### src/core/lock_regs_consts.svh
// Register indices, field positions and reset values of the lock/sync bank
`ifndef LOCK_REGS_CONSTS_SVH
`define LOCK_REGS_CONSTS_SVH

`define IDX_LOCK_TYPE        8'h3B
`define IDX_LOCK_DELAY       8'h3C
`define IDX_RSVD_A           8'h3D
`define IDX_RSVD_B           8'h3E
`define IDX_RSVD_C           8'h3F
`define IDX_RSVD_D           8'h40
`define IDX_RSVD_E           8'h41
`define IDX_RSVD_F           8'h42
`define IDX_RSVD_G           8'h43
`define IDX_RSVD_H           8'h44
`define IDX_SETTLE_HIGH      8'h45
`define IDX_SETTLE_LOW       8'h46
`define IDX_ALIGN_CTRL       8'h47
`define IDX_IRQ_STATUS       8'h50
`define IDX_IRQ_MASK         8'h51
`define IDX_BURST_COUNT      8'h52

`define BANK_FIRST           8'h3B
`define BANK_WORDS           13

`define RST_LOCK_TYPE        16'h0001
`define RST_LOCK_DELAY       16'h03E8
`define RST_RSVD_A           16'h00A8
`define RST_RSVD_B           16'h00AE
`define RST_RSVD_C           16'h0000
`define RST_RSVD_D           16'h1388
`define RST_RSVD_E           16'h0000
`define RST_RSVD_F           16'h0140
`define RST_RSVD_G           16'h0000
`define RST_RSVD_H           16'h03E8
`define RST_SETTLE_HIGH      16'h0000
`define RST_SETTLE_LOW       16'hC350
`define RST_ALIGN_CTRL       16'h0080
`define RST_BURST_COUNT      4'h0

`define BIT_LOCK_SELECT      0
`define BIT_REPEATER         2
`define BIT_ALIGN_ENABLE     3
`define BIT_BURST_ENABLE     4
`define PRESCALER_LSB        5
`define PRESCALER_MSB        7
`define PRESCALE_DIV2        3'h2
`define PRESCALE_DIV4        3'h4

`define IRQ_LOCK_RISE        0
`define IRQ_LOCK_FALL        1
`define IRQ_SETTLE_DONE      2
`define IRQ_BURST_DONE       3
`define IRQ_BITS             4

`endif

### src/core/lock_regs_pkg.sv
// Types shared by the lock/sync register bank
package lock_regs_pkg;
    typedef logic [15:0] reg_word_t;
    typedef enum logic [1:0] {
        align_idle,
        align_run,
        align_burst
    } align_state_e;
endpackage : lock_regs_pkg

### src/core/settle_counter.sv
// Settle delay down-counter for phase synchronization
module settle_counter #(
    parameter int WIDTH = 32
) (
    input  wire logic             mclk,
    input  wire logic             reset,
    input  wire logic             load,
    input  wire logic [WIDTH-1:0] load_value,
    input  wire logic             tick,
    output logic                  busy,
    output logic                  done
);
    logic [WIDTH-1:0] count;

    if (WIDTH < 2) begin : g_check
        $error("settle_counter WIDTH must be at least 2");
    end

    always_ff @(posedge mclk) begin
        if (reset) begin
            count <= '0;
            busy  <= 1'b0;
        end else if (load) begin
            count <= load_value;
            busy  <= (load_value != '0);
        end else if (busy && tick) begin
            count <= count - 1'b1;
            busy  <= (count != {{(WIDTH-1){1'b0}}, 1'b1});
        end
    end

    always_ff @(posedge mclk) begin
        if (reset)
            done <= 1'b0;
        else
            done <= busy && tick && !load
                    && (count == {{(WIDTH-1){1'b0}}, 1'b1});
    end
endmodule : settle_counter

### src/core/lock_detect_sync_delay_regs.sv
// Lock indicator, sync settle delay and alignment pulse register bank
// Functional notes
// - lock select bit 0 at 0x3B picks cal-only or cal+tuning lock; resets 1.
// - Cal-only lock rises after calibration ends and the delay count expires.
// - Cal+tuning lock also needs tuning voltage within its window.
// - Lock delay counts quarter periods of the phase detector clock.
// - Settle count upper half at 0x45, lower at 0x46, lower resets 0xC350.
// - Sync inserts settle count periods of the state-machine clock.
// - Prescaler bits 7:5 at 0x47 divide by 2 or 4; resets to 4.
// - Master mode sends alignment pulses continuously.
// - Repeater mode sends alignment pulses only on request pin.
// - Master with burst enable sends a counted burst on request rise.
//
// The Wishbone register port was decided locally.
`include "lock_regs_consts.svh"

module lock_detect_sync_delay_regs #(
    parameter int DELAY_WIDTH  = 16,
    parameter int SETTLE_WIDTH = 32
) (
    input  wire logic        mclk,
    input  wire logic        reset,
    // Wishbone classic slave
    input  wire logic [9:0]  adr_i,
    input  wire logic [31:0] dat_i,
    output logic      [31:0] dat_o,
    input  wire logic        we_i,
    input  wire logic [3:0]  sel_i,
    input  wire logic        cyc_i,
    input  wire logic        stb_i,
    output logic             ack_o,
    // Synthesizer side
    input  wire logic        cal_busy,
    input  wire logic        pd_quarter_tick,
    input  wire logic        vtune_in_window,
    input  wire logic        sync_start,
    input  wire logic        sm_clock_tick,
    input  wire logic        interp_tick,
    input  wire logic        alignment_request_pin,
    output logic             lock_indicator,
    output logic             settle_busy,
    output logic             alignment_pulse,
    output logic             irq
);
    lock_regs_pkg::reg_word_t   bank [0:`BANK_WORDS-1];
    lock_regs_pkg::align_state_e state;
    logic [`IRQ_BITS-1:0]        irq_status;
    logic [`IRQ_BITS-1:0]        irq_mask;
    logic [`IRQ_BITS-1:0]        irq_events;
    logic [3:0]                  burst_pulse_count;
    logic [7:0]                  index;
    logic                        bus_req;
    logic                        wr_fire;
    logic [DELAY_WIDTH-1:0]      lock_delay_cnt;
    logic                        cal_busy_q;
    logic                        cal_done_seen;
    logic                        cal_lock;
    logic                        next_lock;
    logic                        settle_done;
    logic [1:0]                  prescale_cnt;
    logic                        prescaled_tick;
    logic                        request_q;
    logic                        request_rise;
    logic [3:0]                  burst_left;
    logic                        burst_done;
    logic [31:0]                 read_word;
    lock_regs_pkg::reg_word_t    align_ctrl;
    logic                        lock_select;
    logic [SETTLE_WIDTH-1:0]     settle_value;

    if (DELAY_WIDTH != 16 || SETTLE_WIDTH != 32) begin : g_check
        $error("lock bank needs DELAY_WIDTH 16 and SETTLE_WIDTH 32");
    end

    function automatic lock_regs_pkg::reg_word_t reset_value(input int i);
        case (i)
            0:       reset_value = `RST_LOCK_TYPE;
            1:       reset_value = `RST_LOCK_DELAY;
            2:       reset_value = `RST_RSVD_A;
            3:       reset_value = `RST_RSVD_B;
            4:       reset_value = `RST_RSVD_C;
            5:       reset_value = `RST_RSVD_D;
            6:       reset_value = `RST_RSVD_E;
            7:       reset_value = `RST_RSVD_F;
            8:       reset_value = `RST_RSVD_G;
            9:       reset_value = `RST_RSVD_H;
            10:      reset_value = `RST_SETTLE_HIGH;
            11:      reset_value = `RST_SETTLE_LOW;
            12:      reset_value = `RST_ALIGN_CTRL;
            default: reset_value = 16'h0000;
        endcase
    endfunction : reset_value

    // Byte lanes 0 and 1 carry the 16-bit word; upper lanes are ignored
    function automatic lock_regs_pkg::reg_word_t merge(
        input lock_regs_pkg::reg_word_t old_value,
        input logic [31:0]              new_value,
        input logic [3:0]               lanes
    );
        merge = old_value;
        if (lanes[0])
            merge[7:0] = new_value[7:0];
        if (lanes[1])
            merge[15:8] = new_value[15:8];
    endfunction : merge

    function automatic logic in_bank(input logic [7:0] idx);
        in_bank = (idx >= `BANK_FIRST) && (idx <= `IDX_ALIGN_CTRL);
    endfunction : in_bank

    function automatic logic [3:0] bank_slot(input logic [7:0] idx);
        logic [7:0] offset;
        offset    = idx - `BANK_FIRST;
        bank_slot = offset[3:0];
    endfunction : bank_slot

    function automatic lock_regs_pkg::reg_word_t field(input logic [7:0] idx);
        field = bank[bank_slot(idx)];
    endfunction : field

    assign index   = adr_i[9:2];
    assign bus_req = cyc_i && stb_i;
    // Writes land on the edge where the master sees ack
    assign wr_fire = bus_req && we_i && ack_o;
    assign align_ctrl   = bank[bank_slot(`IDX_ALIGN_CTRL)];
    assign lock_select  = bank[bank_slot(`IDX_LOCK_TYPE)][`BIT_LOCK_SELECT];
    assign settle_value = {bank[bank_slot(`IDX_SETTLE_HIGH)],
                           bank[bank_slot(`IDX_SETTLE_LOW)]};

    // Bus handshake: one wait state, ack drops the cycle after
    always_ff @(posedge mclk) begin
        if (reset)
            ack_o <= 1'b0;
        else
            ack_o <= bus_req && !ack_o;
    end

    always_comb begin
        read_word = 32'h0000_0000;
        if (in_bank(index))
            read_word = {16'h0000, field(index)};
        else if (index == `IDX_IRQ_STATUS)
            read_word = {28'h000_0000, irq_status};
        else if (index == `IDX_IRQ_MASK)
            read_word = {28'h000_0000, irq_mask};
        else if (index == `IDX_BURST_COUNT)
            read_word = {28'h000_0000, burst_pulse_count};
    end

    always_ff @(posedge mclk) begin
        if (reset)
            dat_o <= 32'h0000_0000;
        else if (bus_req && !ack_o)
            dat_o <= read_word;
    end

    // Reserved words keep whatever software writes; values are its duty
    always_ff @(posedge mclk) begin
        if (reset) begin
            for (int i = 0; i < `BANK_WORDS; i++)
                bank[i] <= reset_value(i);
        end else if (wr_fire && in_bank(index)) begin
            bank[bank_slot(index)] <=
                merge(bank[bank_slot(index)], dat_i, sel_i);
        end
    end

    always_ff @(posedge mclk) begin
        if (reset) begin
            irq_mask          <= '0;
            burst_pulse_count <= `RST_BURST_COUNT;
        end else if (wr_fire && sel_i[0]) begin
            if (index == `IDX_IRQ_MASK)
                irq_mask <= dat_i[`IRQ_BITS-1:0];
            else if (index == `IDX_BURST_COUNT)
                burst_pulse_count <= dat_i[3:0];
        end
    end

    // Lock delay restarts whenever calibration runs
    always_ff @(posedge mclk) begin
        if (reset)
            lock_delay_cnt <= '0;
        else if (cal_busy)
            lock_delay_cnt <= field(`IDX_LOCK_DELAY);
        else if (lock_delay_cnt != '0 && pd_quarter_tick)
            lock_delay_cnt <= lock_delay_cnt - 1'b1;
    end

    always_ff @(posedge mclk) begin
        if (reset) begin
            cal_busy_q    <= 1'b0;
            cal_done_seen <= 1'b0;
        end else begin
            cal_busy_q <= cal_busy;
            if (cal_busy)
                cal_done_seen <= 1'b0;
            else if (cal_busy_q)
                cal_done_seen <= 1'b1;
        end
    end

    assign cal_lock = cal_done_seen && !cal_busy
                      && (lock_delay_cnt == '0);

    always_comb begin
        if (lock_select)
            next_lock = cal_lock && vtune_in_window;
        else
            next_lock = cal_lock;
    end

    always_ff @(posedge mclk) begin
        if (reset)
            lock_indicator <= 1'b0;
        else
            lock_indicator <= next_lock;
    end

    settle_counter #(
        .WIDTH(SETTLE_WIDTH)
    ) u_settle (
        .mclk       (mclk),
        .reset      (reset),
        .load       (sync_start),
        .load_value (settle_value),
        .tick       (sm_clock_tick),
        .busy       (settle_busy),
        .done       (settle_done)
    );

    // Prescaler: code 2 divides by 2, any other code by 4
    always_ff @(posedge mclk) begin
        if (reset)
            prescale_cnt <= 2'h0;
        else if (interp_tick)
            prescale_cnt <= prescaled_tick ? 2'h0 : prescale_cnt + 2'h1;
    end

    assign prescaled_tick = interp_tick && (
        (align_ctrl[`PRESCALER_MSB:`PRESCALER_LSB]
            == `PRESCALE_DIV2) ? (prescale_cnt == 2'h1)
                               : (prescale_cnt == 2'h3));

    always_ff @(posedge mclk) begin
        if (reset)
            request_q <= 1'b0;
        else
            request_q <= alignment_request_pin;
    end

    assign request_rise = alignment_request_pin && !request_q;

    // Pulse engine; a burst counts finished pulses on falling edges
    always_ff @(posedge mclk) begin
        if (reset) begin
            state           <= lock_regs_pkg::align_idle;
            alignment_pulse <= 1'b0;
            burst_left      <= 4'h0;
        end else if (!align_ctrl[`BIT_ALIGN_ENABLE]) begin
            state           <= lock_regs_pkg::align_idle;
            alignment_pulse <= 1'b0;
            burst_left      <= 4'h0;
        end else begin
            case (state)
                lock_regs_pkg::align_idle: begin
                    alignment_pulse <= 1'b0;
                    if (align_ctrl[`BIT_REPEATER]) begin
                        if (request_rise) begin
                            burst_left <= 4'h1;
                            state      <= lock_regs_pkg::align_burst;
                        end
                    end else if (align_ctrl[`BIT_BURST_ENABLE]) begin
                        if (request_rise && burst_pulse_count != 4'h0) begin
                            burst_left <= burst_pulse_count;
                            state      <= lock_regs_pkg::align_burst;
                        end
                    end else begin
                        state <= lock_regs_pkg::align_run;
                    end
                end
                lock_regs_pkg::align_run: begin
                    if (align_ctrl[`BIT_REPEATER]
                        || align_ctrl[`BIT_BURST_ENABLE]) begin
                        alignment_pulse <= 1'b0;
                        state           <= lock_regs_pkg::align_idle;
                    end else if (prescaled_tick) begin
                        alignment_pulse <= !alignment_pulse;
                    end
                end
                lock_regs_pkg::align_burst: begin
                    if (prescaled_tick) begin
                        alignment_pulse <= !alignment_pulse;
                        if (alignment_pulse) begin
                            burst_left <= burst_left - 4'h1;
                            if (burst_left == 4'h1)
                                state <= lock_regs_pkg::align_idle;
                        end
                    end
                end
                default: state <= lock_regs_pkg::align_idle;
            endcase
        end
    end

    assign burst_done = (state == lock_regs_pkg::align_burst)
                        && prescaled_tick && alignment_pulse
                        && (burst_left == 4'h1)
                        && align_ctrl[`BIT_ALIGN_ENABLE];

    always_comb begin
        irq_events                   = '0;
        irq_events[`IRQ_LOCK_RISE]   = next_lock && !lock_indicator;
        irq_events[`IRQ_LOCK_FALL]   = !next_lock && lock_indicator;
        irq_events[`IRQ_SETTLE_DONE] = settle_done;
        irq_events[`IRQ_BURST_DONE]  = burst_done;
    end

    // New events win over a write-one-to-clear in the same cycle
    always_ff @(posedge mclk) begin
        if (reset)
            irq_status <= '0;
        else if (wr_fire && sel_i[0] && index == `IDX_IRQ_STATUS)
            irq_status <= (irq_status & ~dat_i[`IRQ_BITS-1:0]) | irq_events;
        else
            irq_status <= irq_status | irq_events;
    end

    assign irq = |(irq_status & irq_mask);
endmodule : lock_detect_sync_delay_regs

### config.mk
export PLATFORM = sky130hd
export DESIGN_NAME = lock_detect_sync_delay_regs
export DESIGN_NICKNAME = d
export VERILOG_FILES = /design/src/core/lock_regs_pkg.sv /design/src/core/settle_counter.sv /design/src/core/lock_detect_sync_delay_regs.sv
export VERILOG_INCLUDE_DIRS = /design/src /design/src/core
export SDC_FILE = /design/constraint.sdc
export NUM_CORES = 1
export LEC_CHECK = 0
export BUFFER_PORTS_ARGS = -buffer_cell sky130_fd_sc_hd__buf_2
export CORE_MARGIN = 5
export CORE_UTILIZATION = 50
export DETAILED_ROUTE_END_ITERATION = 10
export HOLD_SLACK_MARGIN = 0.08
export PLACE_DENSITY = 0.68
export SYNTH_ARGS = -nofsm -noshare
export SYNTH_HDL_FRONTEND = slang
export SYNTH_SLANG_ARGS = --single-unit
### constraint.sdc
create_clock -name mclk -period 7.4 [get_ports mclk]
set_input_delay 1.11 -clock mclk [delete_from_list [all_inputs] [get_ports mclk]]
set_output_delay 1.11 -clock mclk [all_outputs]
set_load 0.1 [all_outputs]
==> results of run 1 <==
==> final cells by class <==
| cell class | count | area share [%] |
|---|---|---|
| flip-flops and latches | 348 | 53.3 |
| multi-input cells | 833 | 33.9 |
| clock buffers | 48 | 5.70 |
| well taps | 402 | 2.82 |
| repair buffers | 82 | 2.65 |
| clock inverters | 22 | 0.799 |
| inverters | 35 | 0.736 |
| diodes | 1 | 0.0140 |
==> worst max-delay path, delay by kind of cell <==
kind | cells | cell delay, ns
AO/OA/AOI/OAI | 2 | 0.94
AND/OR/NAND/NOR | 2 | 1.89
adder cells (fa/ha/maj) | 1 | 0.57
buffers and inverters | 1 | 0.36
==> sequential cells by signal (all words and copies together) (netlist names) <==
register,count
bank,256
lock_delay_cnt,16
cal_done_seen,1
dat_o,16
request_q,1
state,2
burst_left,4
lock_indicator,1
u_settle.busy,1
cal_busy_q,1
prescale_cnt,2
irq_status,4
u_settle.count,32
alignment_pulse,1
burst_pulse_count,4
irq_mask,4
u_settle.done,1
ack_o,1
==> metrics by stage <==
step	area (µm²)	power [mW]	setup slack, ns
after CTS	17900	4.47	2.67
after detailed placement	16700	2.72	2.09
after global placement	16700	2.71	2.14
after global routing	17900	4.60	2.43
final	17900	4.45	2.66
after floorplan	16200	2.58	3.26
==> layout by cell type, fill, tap and decap left out, types with 15 or more instances in the layout <==
| master | instances |
|---|---|
| inv_1 | 33 |
| conb_1 | 16 |
| buf_4 | 25 |
| buf_2 | 57 |
| clkbuf_16 | 38 |
| a21oi_1 | 27 |
| xnor2_1 | 20 |
| a211oi_1 | 26 |
| dfxtp_1 | 92 |
| nand4_1 | 18 |
| mux2i_1 | 62 |
| nor2_1 | 246 |
| nor4_1 | 15 |
| nand2_1 | 87 |
| o21ai_0 | 21 |
| edfxtp_1 | 256 |
| nand3_1 | 27 |
| xor2_1 | 15 |
| mux4_2 | 64 |
==> power groups by stage <==
stage                     logic [mW]  registers, mW  clock network [mW]
after global placement         0.481           2.22                   0
after floorplan                0.355           2.22                   0
after global routing           0.530           2.19                1.88
after CTS                      0.493           2.19                1.79
final                          0.493           2.19                1.77
after detailed placement       0.489           2.23                   0
==> routing by layer <==
layer	up-vias	part of all wire (%)	global-route usage [%]	wire (µm)
li1	4895	-	-	-
met1	5308	42	29.8	16700
met2	385	49	36.2	19200
met3	48	6.8	4.13	2690
met4	0	2.0	5.48	770
met5	-	0	0	0
==> cells by family (layout without fill, tap and decap cells) <==
logic type	after synthesis	after routing
AND/OR/NAND/NOR	481	481
flip-flops	348	348
AO/OA/AOI/OAI	155	155
buffers and inverters	146	187
multiplexers	130	130
XOR/XNOR	37	37
adder cells (fa/ha/maj)	14	14
other	1	17
==> how the worst min path moves through the flow <==
stage                                             to  slack [ns]
after floorplan             irq_status[2]$_SDFF_PP0_        0.41
after global placement    cal_done_seen$_SDFFE_PP0P_        0.45
after detailed placement      dat_o[10]$_SDFFE_PP0P_        0.45
after CTS                 cal_done_seen$_SDFFE_PP0P_        0.47
after global routing      cal_done_seen$_SDFFE_PP0P_        0.49
final                     cal_done_seen$_SDFFE_PP0P_        0.47
==> results.md, run 1 <==
* Status: finished, final reports clean
* Power Dens Cells at 249 nW/µm²
* Synth Warn # at 0
* Final critical-path required period at 4.74 ns
* Die height at 190 µm
* Wire per inst at roughly 22 µm
* Clock Power Share at approximately 40%
* Yosys reg bits at between 300 and 400
* Top FF cell, synth: edfxtp_1
* Vias per cell at between 6 and 7
* Antenna Nets Post-Route at 0
* Critical path class: in2reg
* Post-CTS Hold Buffers at 0
* Max Clk Rate at about 210 MHz
* Main combinational cell family by area after synthesis: simple AND/OR/NAND/NOR gates
* Largest net degree at the start of global routing at 52
* Ratio of cells with drive above 1 in the final layout at approximately 16%
* Routed Wire Length at ~40000 µm
* Commonest cells in the synthesized netlist: edfxtp_1, nor2_1, dfxtp_1
* Simple-Gate Fraction of Synth Area at approximately 14%
* Top cells by area, synth: edfxtp_1, dfxtp_1, mux4_2
* FF-to-FF path depth at 5
* Post-synth top area share at between 40 and 50%
* Sw Ratio at 25.3%
* Psw at around 1.1 mW
* Die Wd at 190 µm
* Worst hold start: cal_busy_q$_SDFF_PP0_
* Critical path destination: bank[8][14]$_SDFFCE_PN0P_
* Clock-pin slew on the worst setup and hold paths at ~0.06 ns
* Area of the multi-input gates at ~6100 µm²
* Fillers at roughly 2600
* Max incr delay on CP at around 1 ns
* CTS tree: built
* Worst R2R End: bank[8][14]$_SDFFCE_PN0P_
* Total CTS buffers at 38
* Seq pwr share at roughly half
* Crit Reg-Reg Startpoint: ack_o$_SDFF_PP0_
* Syn avg cell area at 12.3 µm²
* WP data required at between 7 and 8 ns
* I/O pin cnt at 95
* Layout area overhead at 10.6%
* Die ar. at between 30000 and 40000 µm²
* Utilization after layout at 56.3%
* P_leak at ~6.5 nW
* Port bufs at 58
* Critical path peak fanout at 25
* Root buffer cell: clkbuf_16
* DRT iter0 DRCs at 1016
* Crit path max-delay cell type: nand2_1
* Combinational share of power at 11.1%
* Cells after Synth at 1312
* Final Max Slew Viols at 0
* Post-synthesis cell area at 16100 µm²
* Multiplexer share of the synthesized area at between 10% and 20%
* Period utilisation layout at about 64%
* Netlist cell types at between 60 and 70
* Aggregate global routing overflow at 0
* Initial antenna violation count at 1
* Clk buf depth at 3
* Post-synthesis compound-gate area fraction at under 10%
* Max_cap viols at 0
* Nets at around 1400
* First-pass iteration count of the detailed router at 7
* Post-synth EDFFs at 256
* First-pass GRT wire length at approximately 61000 µm
* Skew final at roughly 0.021 ns
* Total negative slack at 0 ns
* FP Rows at 65
* Post_cts resized at 0
* Synth Area in Adders at 1.08%
* Clk Latency, worst-skew pair at 0.53 ns
* Worst R2R Setup Slack at 3.76 ns
* # DRC at 0
* Via count at ~11000
* WHS Path Cells at 2
* All-Layer GR Usage at a little over a fifth
* Post-synth top area cell: edfxtp_1
* RSZ-0062 raised after global routing: false
* Final setup violation count at 0
* Worst-margin pin slew at between 1 and 1.5 ns
* Critical Path AT at 4.89 ns
* Fin. Hold Viols at 0
* Crit path capture type: flip-flop
* Placer's final routability congestion estimate at 0.839
* H-tree depth at 2
* Post-CTS Setup Bufs at 0
* VDD IR max at around 0.15 mV
* Critical path cell sequence: buf_4, ha_1, o211a_1, o21a_1, nand4b_1, nand2_1
* Slew HR at between 15 and 20%
* Synth Area in XOR/XNOR at ~2.1%
* Crit path launch type: primary input
* Core ar. at around 32000 µm²
* Sequential element share of the synthesized area at roughly 59%
* Clock sinks at 348
* Classification of the worst-slack hold path: reg2reg
* Worst Setup SP: adr_i[2]
* Register area at 9530 µm²
* Hold Slack at approximately 0.47 ns
* Most common cell in the netlist: edfxtp_1
* Internal power at roughly 3.3 mW
* Post-synth ARST share at 0%
* Placed cells at between 1500 and 2000
* Final HPWL DP at ~26000 µm
* Initial Utilization at approximately half
* Final Non-Filler Cells at ~1800
* Vias in the first global route at approximately 11000
Note: power is estimated with default switching activity, not from simulation.
==> inputs of run 2 (changes only) <==
--- a/config.mk
+++ b/config.mk
@@ -11,7 +11,7 @@
 export CORE_UTILIZATION = 50
 export DETAILED_ROUTE_END_ITERATION = 10
 export HOLD_SLACK_MARGIN = 0.08
-export PLACE_DENSITY = 0.68
+export PLACE_DENSITY = 0.7
 export SYNTH_ARGS = -nofsm -noshare
 export SYNTH_HDL_FRONTEND = slang
 export SYNTH_SLANG_ARGS = --single-unit
==> constraint.sdc (replaced) <==
create_clock -name mclk -period 3.93 [get_ports mclk]
set_input_delay 0.5895 -clock mclk [delete_from_list [all_inputs] [get_ports mclk]]
set_output_delay 0.5895 -clock mclk [all_outputs]
set_load 0.1 [all_outputs]
==> run 2 against run 1 <==
Effect of this change: highest routed layer unchanged; first-iteration DRC count shrank 2.5%; final cell count is 1.6% higher; total power increased by 100%; sequential cell count unchanged; clock-buffer cell count unchanged; largest cell class unchanged; critical path depth grew 4; clock power increased by 120%; core utilization is 1.4 points higher.
==> results.md, run 2 (synthesized netlist as in run 1, its figures left out) <==
* Critical Path AT at 3.16 ns (-1.73 ns)
* Clock-pin slew on the worst setup and hold paths at 0.06 ns (about the same)
* Worst R2R Setup Slack at 1.19 ns (-2.57 ns)
* Critical path class: in2reg
* FF-to-FF path depth at 5 (unchanged)
* DRT iter0 DRCs at 991 (-2.5%)
* Status: finished, final reports clean
* Worst-margin pin slew at 0.792 ns (-0.431 ns)
* Die height at 190 µm (unchanged)
* Final HPWL DP at 26300 µm (+0.27%)
* Layout area overhead at 13.4%
* WP buf/inv at 5 (+4)
* Largest regs: bank (256), u_settle.count (32)
* WHS Path Cells at 2 (unchanged)
* Min-Delay Endpoint: request_q$_SDFF_PP0_
* Clk buf depth at 3 (unchanged)
* Core ar. at 31700 µm² (unchanged)
* Largest net degree at the start of global routing at 67 (+29%)
* Antenna Nets Post-Route at 0 (unchanged)
* CTS tree: built
* Root buffer cell: clkbuf_16
* # DRC at 0 (unchanged)
* Post-CTS Hold Buffers at 0 (unchanged)
* RSZ-0062 raised after global routing: false
* DP Area at 17000 µm² (+1.7%)
* FP Rows at 65 (unchanged)
* Initial Utilization at 50.9% (unchanged)
* H-tree depth at 2 (unchanged)
* Max Clk Rate at approximately 340 MHz
* WP data required at 4.19 ns (-3.36 ns)
* Crit path max-delay cell type: ha_2
* Worst R2R End: burst_left[0]$_SDFFE_PP0P_
* VDD IR max at 0.398 mV (+160%)
* Clock sinks at 348 (unchanged)
* Max_cap viols at 0 (unchanged)
* Vias per cell at 6.06 (+0.92%)
* Most frequent cells in the layout: edfxtp_1, nor2_1, dfxtp_1
* Power Dens Cells at 486 nW/µm² (+95%)
* P_leak at 6.72 nW (+3.8%)
* Fin. Hold Viols at 0 (unchanged)
* Placer's final routability congestion estimate at 0.835 (-0.46%)
* First-pass iteration count of the detailed router at 5 (-2)
* Final Instance Area at 18300 µm² (+2.6%)
* Skew final at 0.0147 ns (-0.00657 ns)
* Port bufs at 58 (unchanged)
* Die ar. at 36000 µm² (unchanged)
* Post-CTS Setup Bufs at 0 (unchanged)
* Critical path peak fanout at 21 (-16%)
* Clk Latency, worst-skew pair at 0.51 ns (-0.02 ns)
* Fillers at 2497 (-4.7%)
* Most frequent CP cell: mux2i_1
* Worst hold start: alignment_request_pin
* Ant. Diodes at 0 (-1)
* Aggregate global routing overflow at 0 (unchanged)
* Commonest non-fill, non-tap cell in the layout: edfxtp_1
* Routed Wire Length at 39100 µm (-0.74%)
* Slew HR at 47.2% (+31 points)
* Vias in the first global route at 10700 (-0.12%)
* All-Layer GR Usage at 21.5% (-0.20 points)
* Ratio of cells with drive above 1 in the final layout at 17.7% (+2.0 points)
* Die Wd at 190 µm (unchanged)
* Final critical-path required period at ~2.9 ns
* Total negative slack at 0 ns (unchanged)
* Final Max Slew Viols at 0 (unchanged)
* Classification of the worst-slack hold path: in2reg
* Via count at 10900 (+2.6%)
* Post_cts resized at 0 (unchanged)
* Max reg flops at 256 (unchanged)
* Crit path launch type: primary input
* Final setup violation count at 0 (unchanged)
* Initial antenna violation count at 0 (-1)
* Crit path capture type: flip-flop
* Nets at 1441 (+2.2%)
* Crit Reg-Reg Startpoint: bank[12][7]$_SDFFCE_PN1P_
* Critical path cell sequence: buf_2, inv_1, ha_2, buf_4, mux4_2, mux2i_1, mux2i_1, mux2i_1, buf_4, inv_1
* Max incr delay on CP at 0.61 ns (-0.38 ns)
* I/O pin cnt at 95 (unchanged)
* Wire per inst at 21.7 µm (-2.3%)
* Period utilisation layout at 73.8%
* Top reg by flops: bank
* First-pass GRT wire length at 60900 µm (-0.26%)
* Total CTS buffers at 37 (-2.6%)
* Crit path max-delay family: multiplexers
[run 2: cell count changes in the layout (fill, tap and decap cells not counted)]
cell / previous run / this run
clkinvlp_2: 1 / 0
buf_12: 0 / 3
clkinv_8: 1 / 0
buf_4: 25 / 54
clkbuf_8: 3 / 1
clkbuf_1: 7 / 8
clkbuf_16: 38 / 39
diode_2: 1 / 0
bufinv_16: 1 / 9
inv_6: 2 / 1
clkinv_2: 5 / 2
clkinv_1: 13 / 9
[run 2: per-stage QoR]
stage | util, % | std cells | hold WS, ns | power (mW) | setup WS, ns
6_report | 57.8 | 1800 | 0.302 | 8.90 | 1.03
5_1_grt | 57.8 | 1800 | 0.324 | 9.19 | 0.930
4_1_cts | 57.8 | 1800 | 0.288 | 8.94 | 1.06
3_5_place_dp | 53.5 | 1732 | 0.455 | 5.15 | 0.524
3_3_place_gp | 53.5 | 1732 | 0.455 | 5.12 | 0.594
2_1_floorplan | - | 1327 | 0.413 | 4.85 | 0.314
[run 2: final cells by class]
class / count / area, µm² / area share (%)
clock inverter: 20 / 323 / 1.76
inverter: 35 / 131 / 0.717
timing repair buffer: 114 / 751 / 4.10
sequential: 348 / 9530 / 52.0
multi-input combinational: 833 / 6060 / 33.1
clock buffer: 48 / 1020 / 5.57
tap: 402 / 503 / 2.75
[run 2: how the worst max path moves through the flow]
| stage | startpoint | end | slack (ns) | cells past startpoint |
|---|---|---|---|---|
| floorplan | adr_i[2] | bank[13][7]$_DFFE_PP_ | 0.31 | 12 |
| global placement | adr_i[3] | bank[0][0]$_SDFFCE_PN1P_ | 0.59 | 9 |
| detailed placement | adr_i[3] | bank[15][2]$_DFFE_PP_ | 0.52 | 9 |
| CTS | adr_i[3] | bank[13][2]$_DFFE_PP_ | 1.06 | 9 |
| global route | adr_i[3] | bank[15][2]$_DFFE_PP_ | 0.93 | 9 |
| finish | adr_i[3] | bank[13][9]$_DFFE_PP_ | 1.03 | 10 |
[run 2: routing by layer]
layer,up-vias,GRT usage (%),part of all wire (%)
li1,4954,-,-
met1,5478,30.7,43
met2,424,35.1,48
met3,54,3.72,7.5
met4,0,4.76,1.8
met5,-,0,0
[run 2: where the power goes]
part | internal, mW | switching [mW] | total, mW
clock network | 2.42 | 1.40 | 3.82
registers | 4.05 | 0.0677 | 4.12
logic | 0.325 | 0.635 | 0.961
==> inputs of run 3 (changes only) <==
==> constraint.sdc (replaced) <==
create_clock -name mclk -period 2.4 [get_ports mclk]
set_input_delay 0.36 -clock mclk [delete_from_list [all_inputs] [get_ports mclk]]
set_output_delay 0.36 -clock mclk [all_outputs]
set_load 0.1 [all_outputs]
==> run 3 against run 2 <==
Effect of this change: wire length grew 2.3%; worst setup slack worse by 0.89 ns; first-iteration DRC count increased by 1.0%; final cell count grew 4.5%; total power grew 59%; via count increased by 2.0%; clock skew up 0.0062 ns; combinational power up 93%; critical path type is now reg2reg; largest cell class unchanged; largest power group unchanged.
==> results.md, run 3 (synthesized netlist as in run 1, its figures left out) <==
* Status: finished, final reports clean
* Initial antenna violation count at 0 (unchanged)
* I/O pin cnt at 95 (unchanged)
* Ratio of cells with drive above 1 in the final layout at 24.5% (+6.8 points)
* Crit path launch type: flip-flop
* Critical path class: reg2reg
* Final critical-path required period at between 2 and 2.5 ns
* FP Rows at 65 (unchanged)
* Hold Slack at 0.0915 ns (-0.211 ns)
* VDD IR max at 0.464 mV (+17%)
* Root buffer cell: clkbuf_16
* Clk buf depth at 3 (unchanged)
* Die height at 190 µm (unchanged)
* Clock-pin slew on the worst setup and hold paths at 0.06 ns (about the same)
* Clock sinks at 348 (unchanged)
* Crit path capture type: flip-flop
* Critical Path AT at 2.70 ns (-0.46 ns)
* P_leak at 7.07 nW (+5.2%)
* Largest net degree at the start of global routing at 52 (-22%)
* Placer's final routability congestion estimate at 0.842 (+0.75%)
* GRT met1 Usage at 31.1% (+0.42 points)
* Layout area overhead at 18.3%
* Wire per inst at 21.2 µm (-2.1%)
* Utilization after layout at 60.2% (+2.5 points)
* WP buf/inv at 1 (-4)
* Skew final at 0.0209 ns (+0.00621 ns)
* Initial Utilization at 50.9% (unchanged)
* Via count at 11100 (+2.0%)
* Overall power at 14.1 mW (+59%)
* Worst-margin pin slew at 0.711 ns (-0.0808 ns)
* Met3 global-route usage at 3.63% (-0.092 points)
* Clk Latency, worst-skew pair at 0.53 ns (+0.02 ns)
* All-Layer GR Usage at 22.1% (+0.60 points)
* Final setup violation count at 0 (unchanged)
* # DRC at 0 (unchanged)
* H-tree depth at 2 (unchanged)
* Max_cap viols at 0 (unchanged)
* Aggregate global routing overflow at 0 (unchanged)
* Vias per cell at 5.92 (-2.4%)
* GR Layer Usage met2 at 36.4% (+1.3 points)
* Ant. Diodes at 0 (unchanged)
* Routed Wire Length at 39900 µm (+2.3%)
* Largest regs: bank (256), u_settle.count (32)
* DRT iter0 DRCs at 1001 (+1.0%)
* First-pass iteration count of the detailed router at 5 (unchanged)
* Period utilisation layout at 94.2%
* Commonest non-fill, non-tap cell in the layout: edfxtp_1
* Core ar. at 31700 µm² (unchanged)
* WP data required at 2.84 ns (-1.35 ns)
* Max Clk Rate at between 400 and 500 MHz
* Final HPWL DP at 27900 µm (+6.0%)
* CTS tree: built
* Crit path max-delay cell type: or4_4
* Nets at 1522 (+5.6%)
* Classification of the worst-slack hold path: in2reg
* Vias in the first global route at 11100 (+3.7%)
* Busiest grt layer: met2
* Total negative slack at 0 ns (unchanged)
* Antenna Nets Post-Route at 0 (unchanged)
* Total CTS buffers at 39 (+5.4%)
* Fin. Hold Viols at 0 (unchanged)
* Slew HR at 52.6% (+5.4 points)
* Max incr delay on CP at 0.59 ns (-0.02 ns)
* Die Wd at 190 µm (unchanged)
* Critical path cell sequence: or4_4, nor4_4, buf_6, nand4_4, or4_1, a311oi_1
* Critical path peak fanout at 10 (-52%)
* Crit path max-delay family: simple AND/OR/NAND/NOR gates
* Port bufs at 58 (unchanged)
* Top reg by flops: bank
* First-pass GRT wire length at 62500 µm (+2.7%)
* Power Dens Cells at 740 nW/µm² (+52%)
* Die ar. at 36000 µm² (unchanged)
* Max reg flops at 256 (unchanged)
* Most frequent cells in the layout: edfxtp_1, nor2_1, buf_4
* Final Max Slew Viols at 0 (unchanged)
## run 3: worst paths after layout
path	startpoint	endpoint	slack (ns)	cells past startpoint
worst max-delay path	u_settle.count[8]$_SDFFE_PP0P_	u_settle.count[26]$_SDFFE_PP0P_	0.14	6
worst max register to register	u_settle.count[8]$_SDFFE_PP0P_	u_settle.count[26]$_SDFFE_PP0P_	0.14	6
worst min-delay path	cal_busy	cal_done_seen$_SDFFE_PP0P_	0.09	2
worst min register to register	cal_busy_q$_SDFF_PP0_	cal_done_seen$_SDFFE_PP0P_	0.47	2
## run 3: layout make-up
type,count,area [µm²]
timing repair buffer,193,1560
fill,2433,12600
clock inverter,16,143
tap,402,503
clock buffer,54,1040
sequential,348,9530
inverter,35,134
multi-input combinational,833,6190
## run 3: metrics by stage
stage	std cells	cell area (µm²)	worst slack, ns
CTS	1880	19100	0.0569
detailed placement	1809	17900	-0.247
floorplan	1327	16500	-0.159
finish	1881	19100	0.139
global placement	1809	17900	-0.166
global route	1881	19100	-0.00278
## run 3: where the power goes
| part | internal, mW | switching, mW | total (mW) |
|---|---|---|---|
| registers | 6.63 | 0.111 | 6.74 |
| clock network | 3.18 | 2.37 | 5.55 |
| logic | 0.747 | 1.10 | 1.85 |
| total | 10.6 | 3.58 | 14.1 |
## run 3: repair_timing
item | in CTS | in global routing
buffers inserted | 0 | 1
setup endpoints to repair | 0 | 5
hold buffers | 1 | 0
hold endpoints to repair | 1 | 0
gates resized for setup | 0 | 2
## run 3: worst register-to-register path, cell delays in order (launching register included)
cell and delay, ns:
dfxtp_1 0.36, or4_4 0.59, nor4_4 0.16, buf_6 0.18
nand4_4 0.16, or4_1 0.45, a311oi_1 0.27
## run 3: routing by layer
metal  part of all wire, %  wire (µm)
met1                    42      16700
met2                    48      19200
met3                   8.1       3240
met4                   2.0        810
met5                     0          0
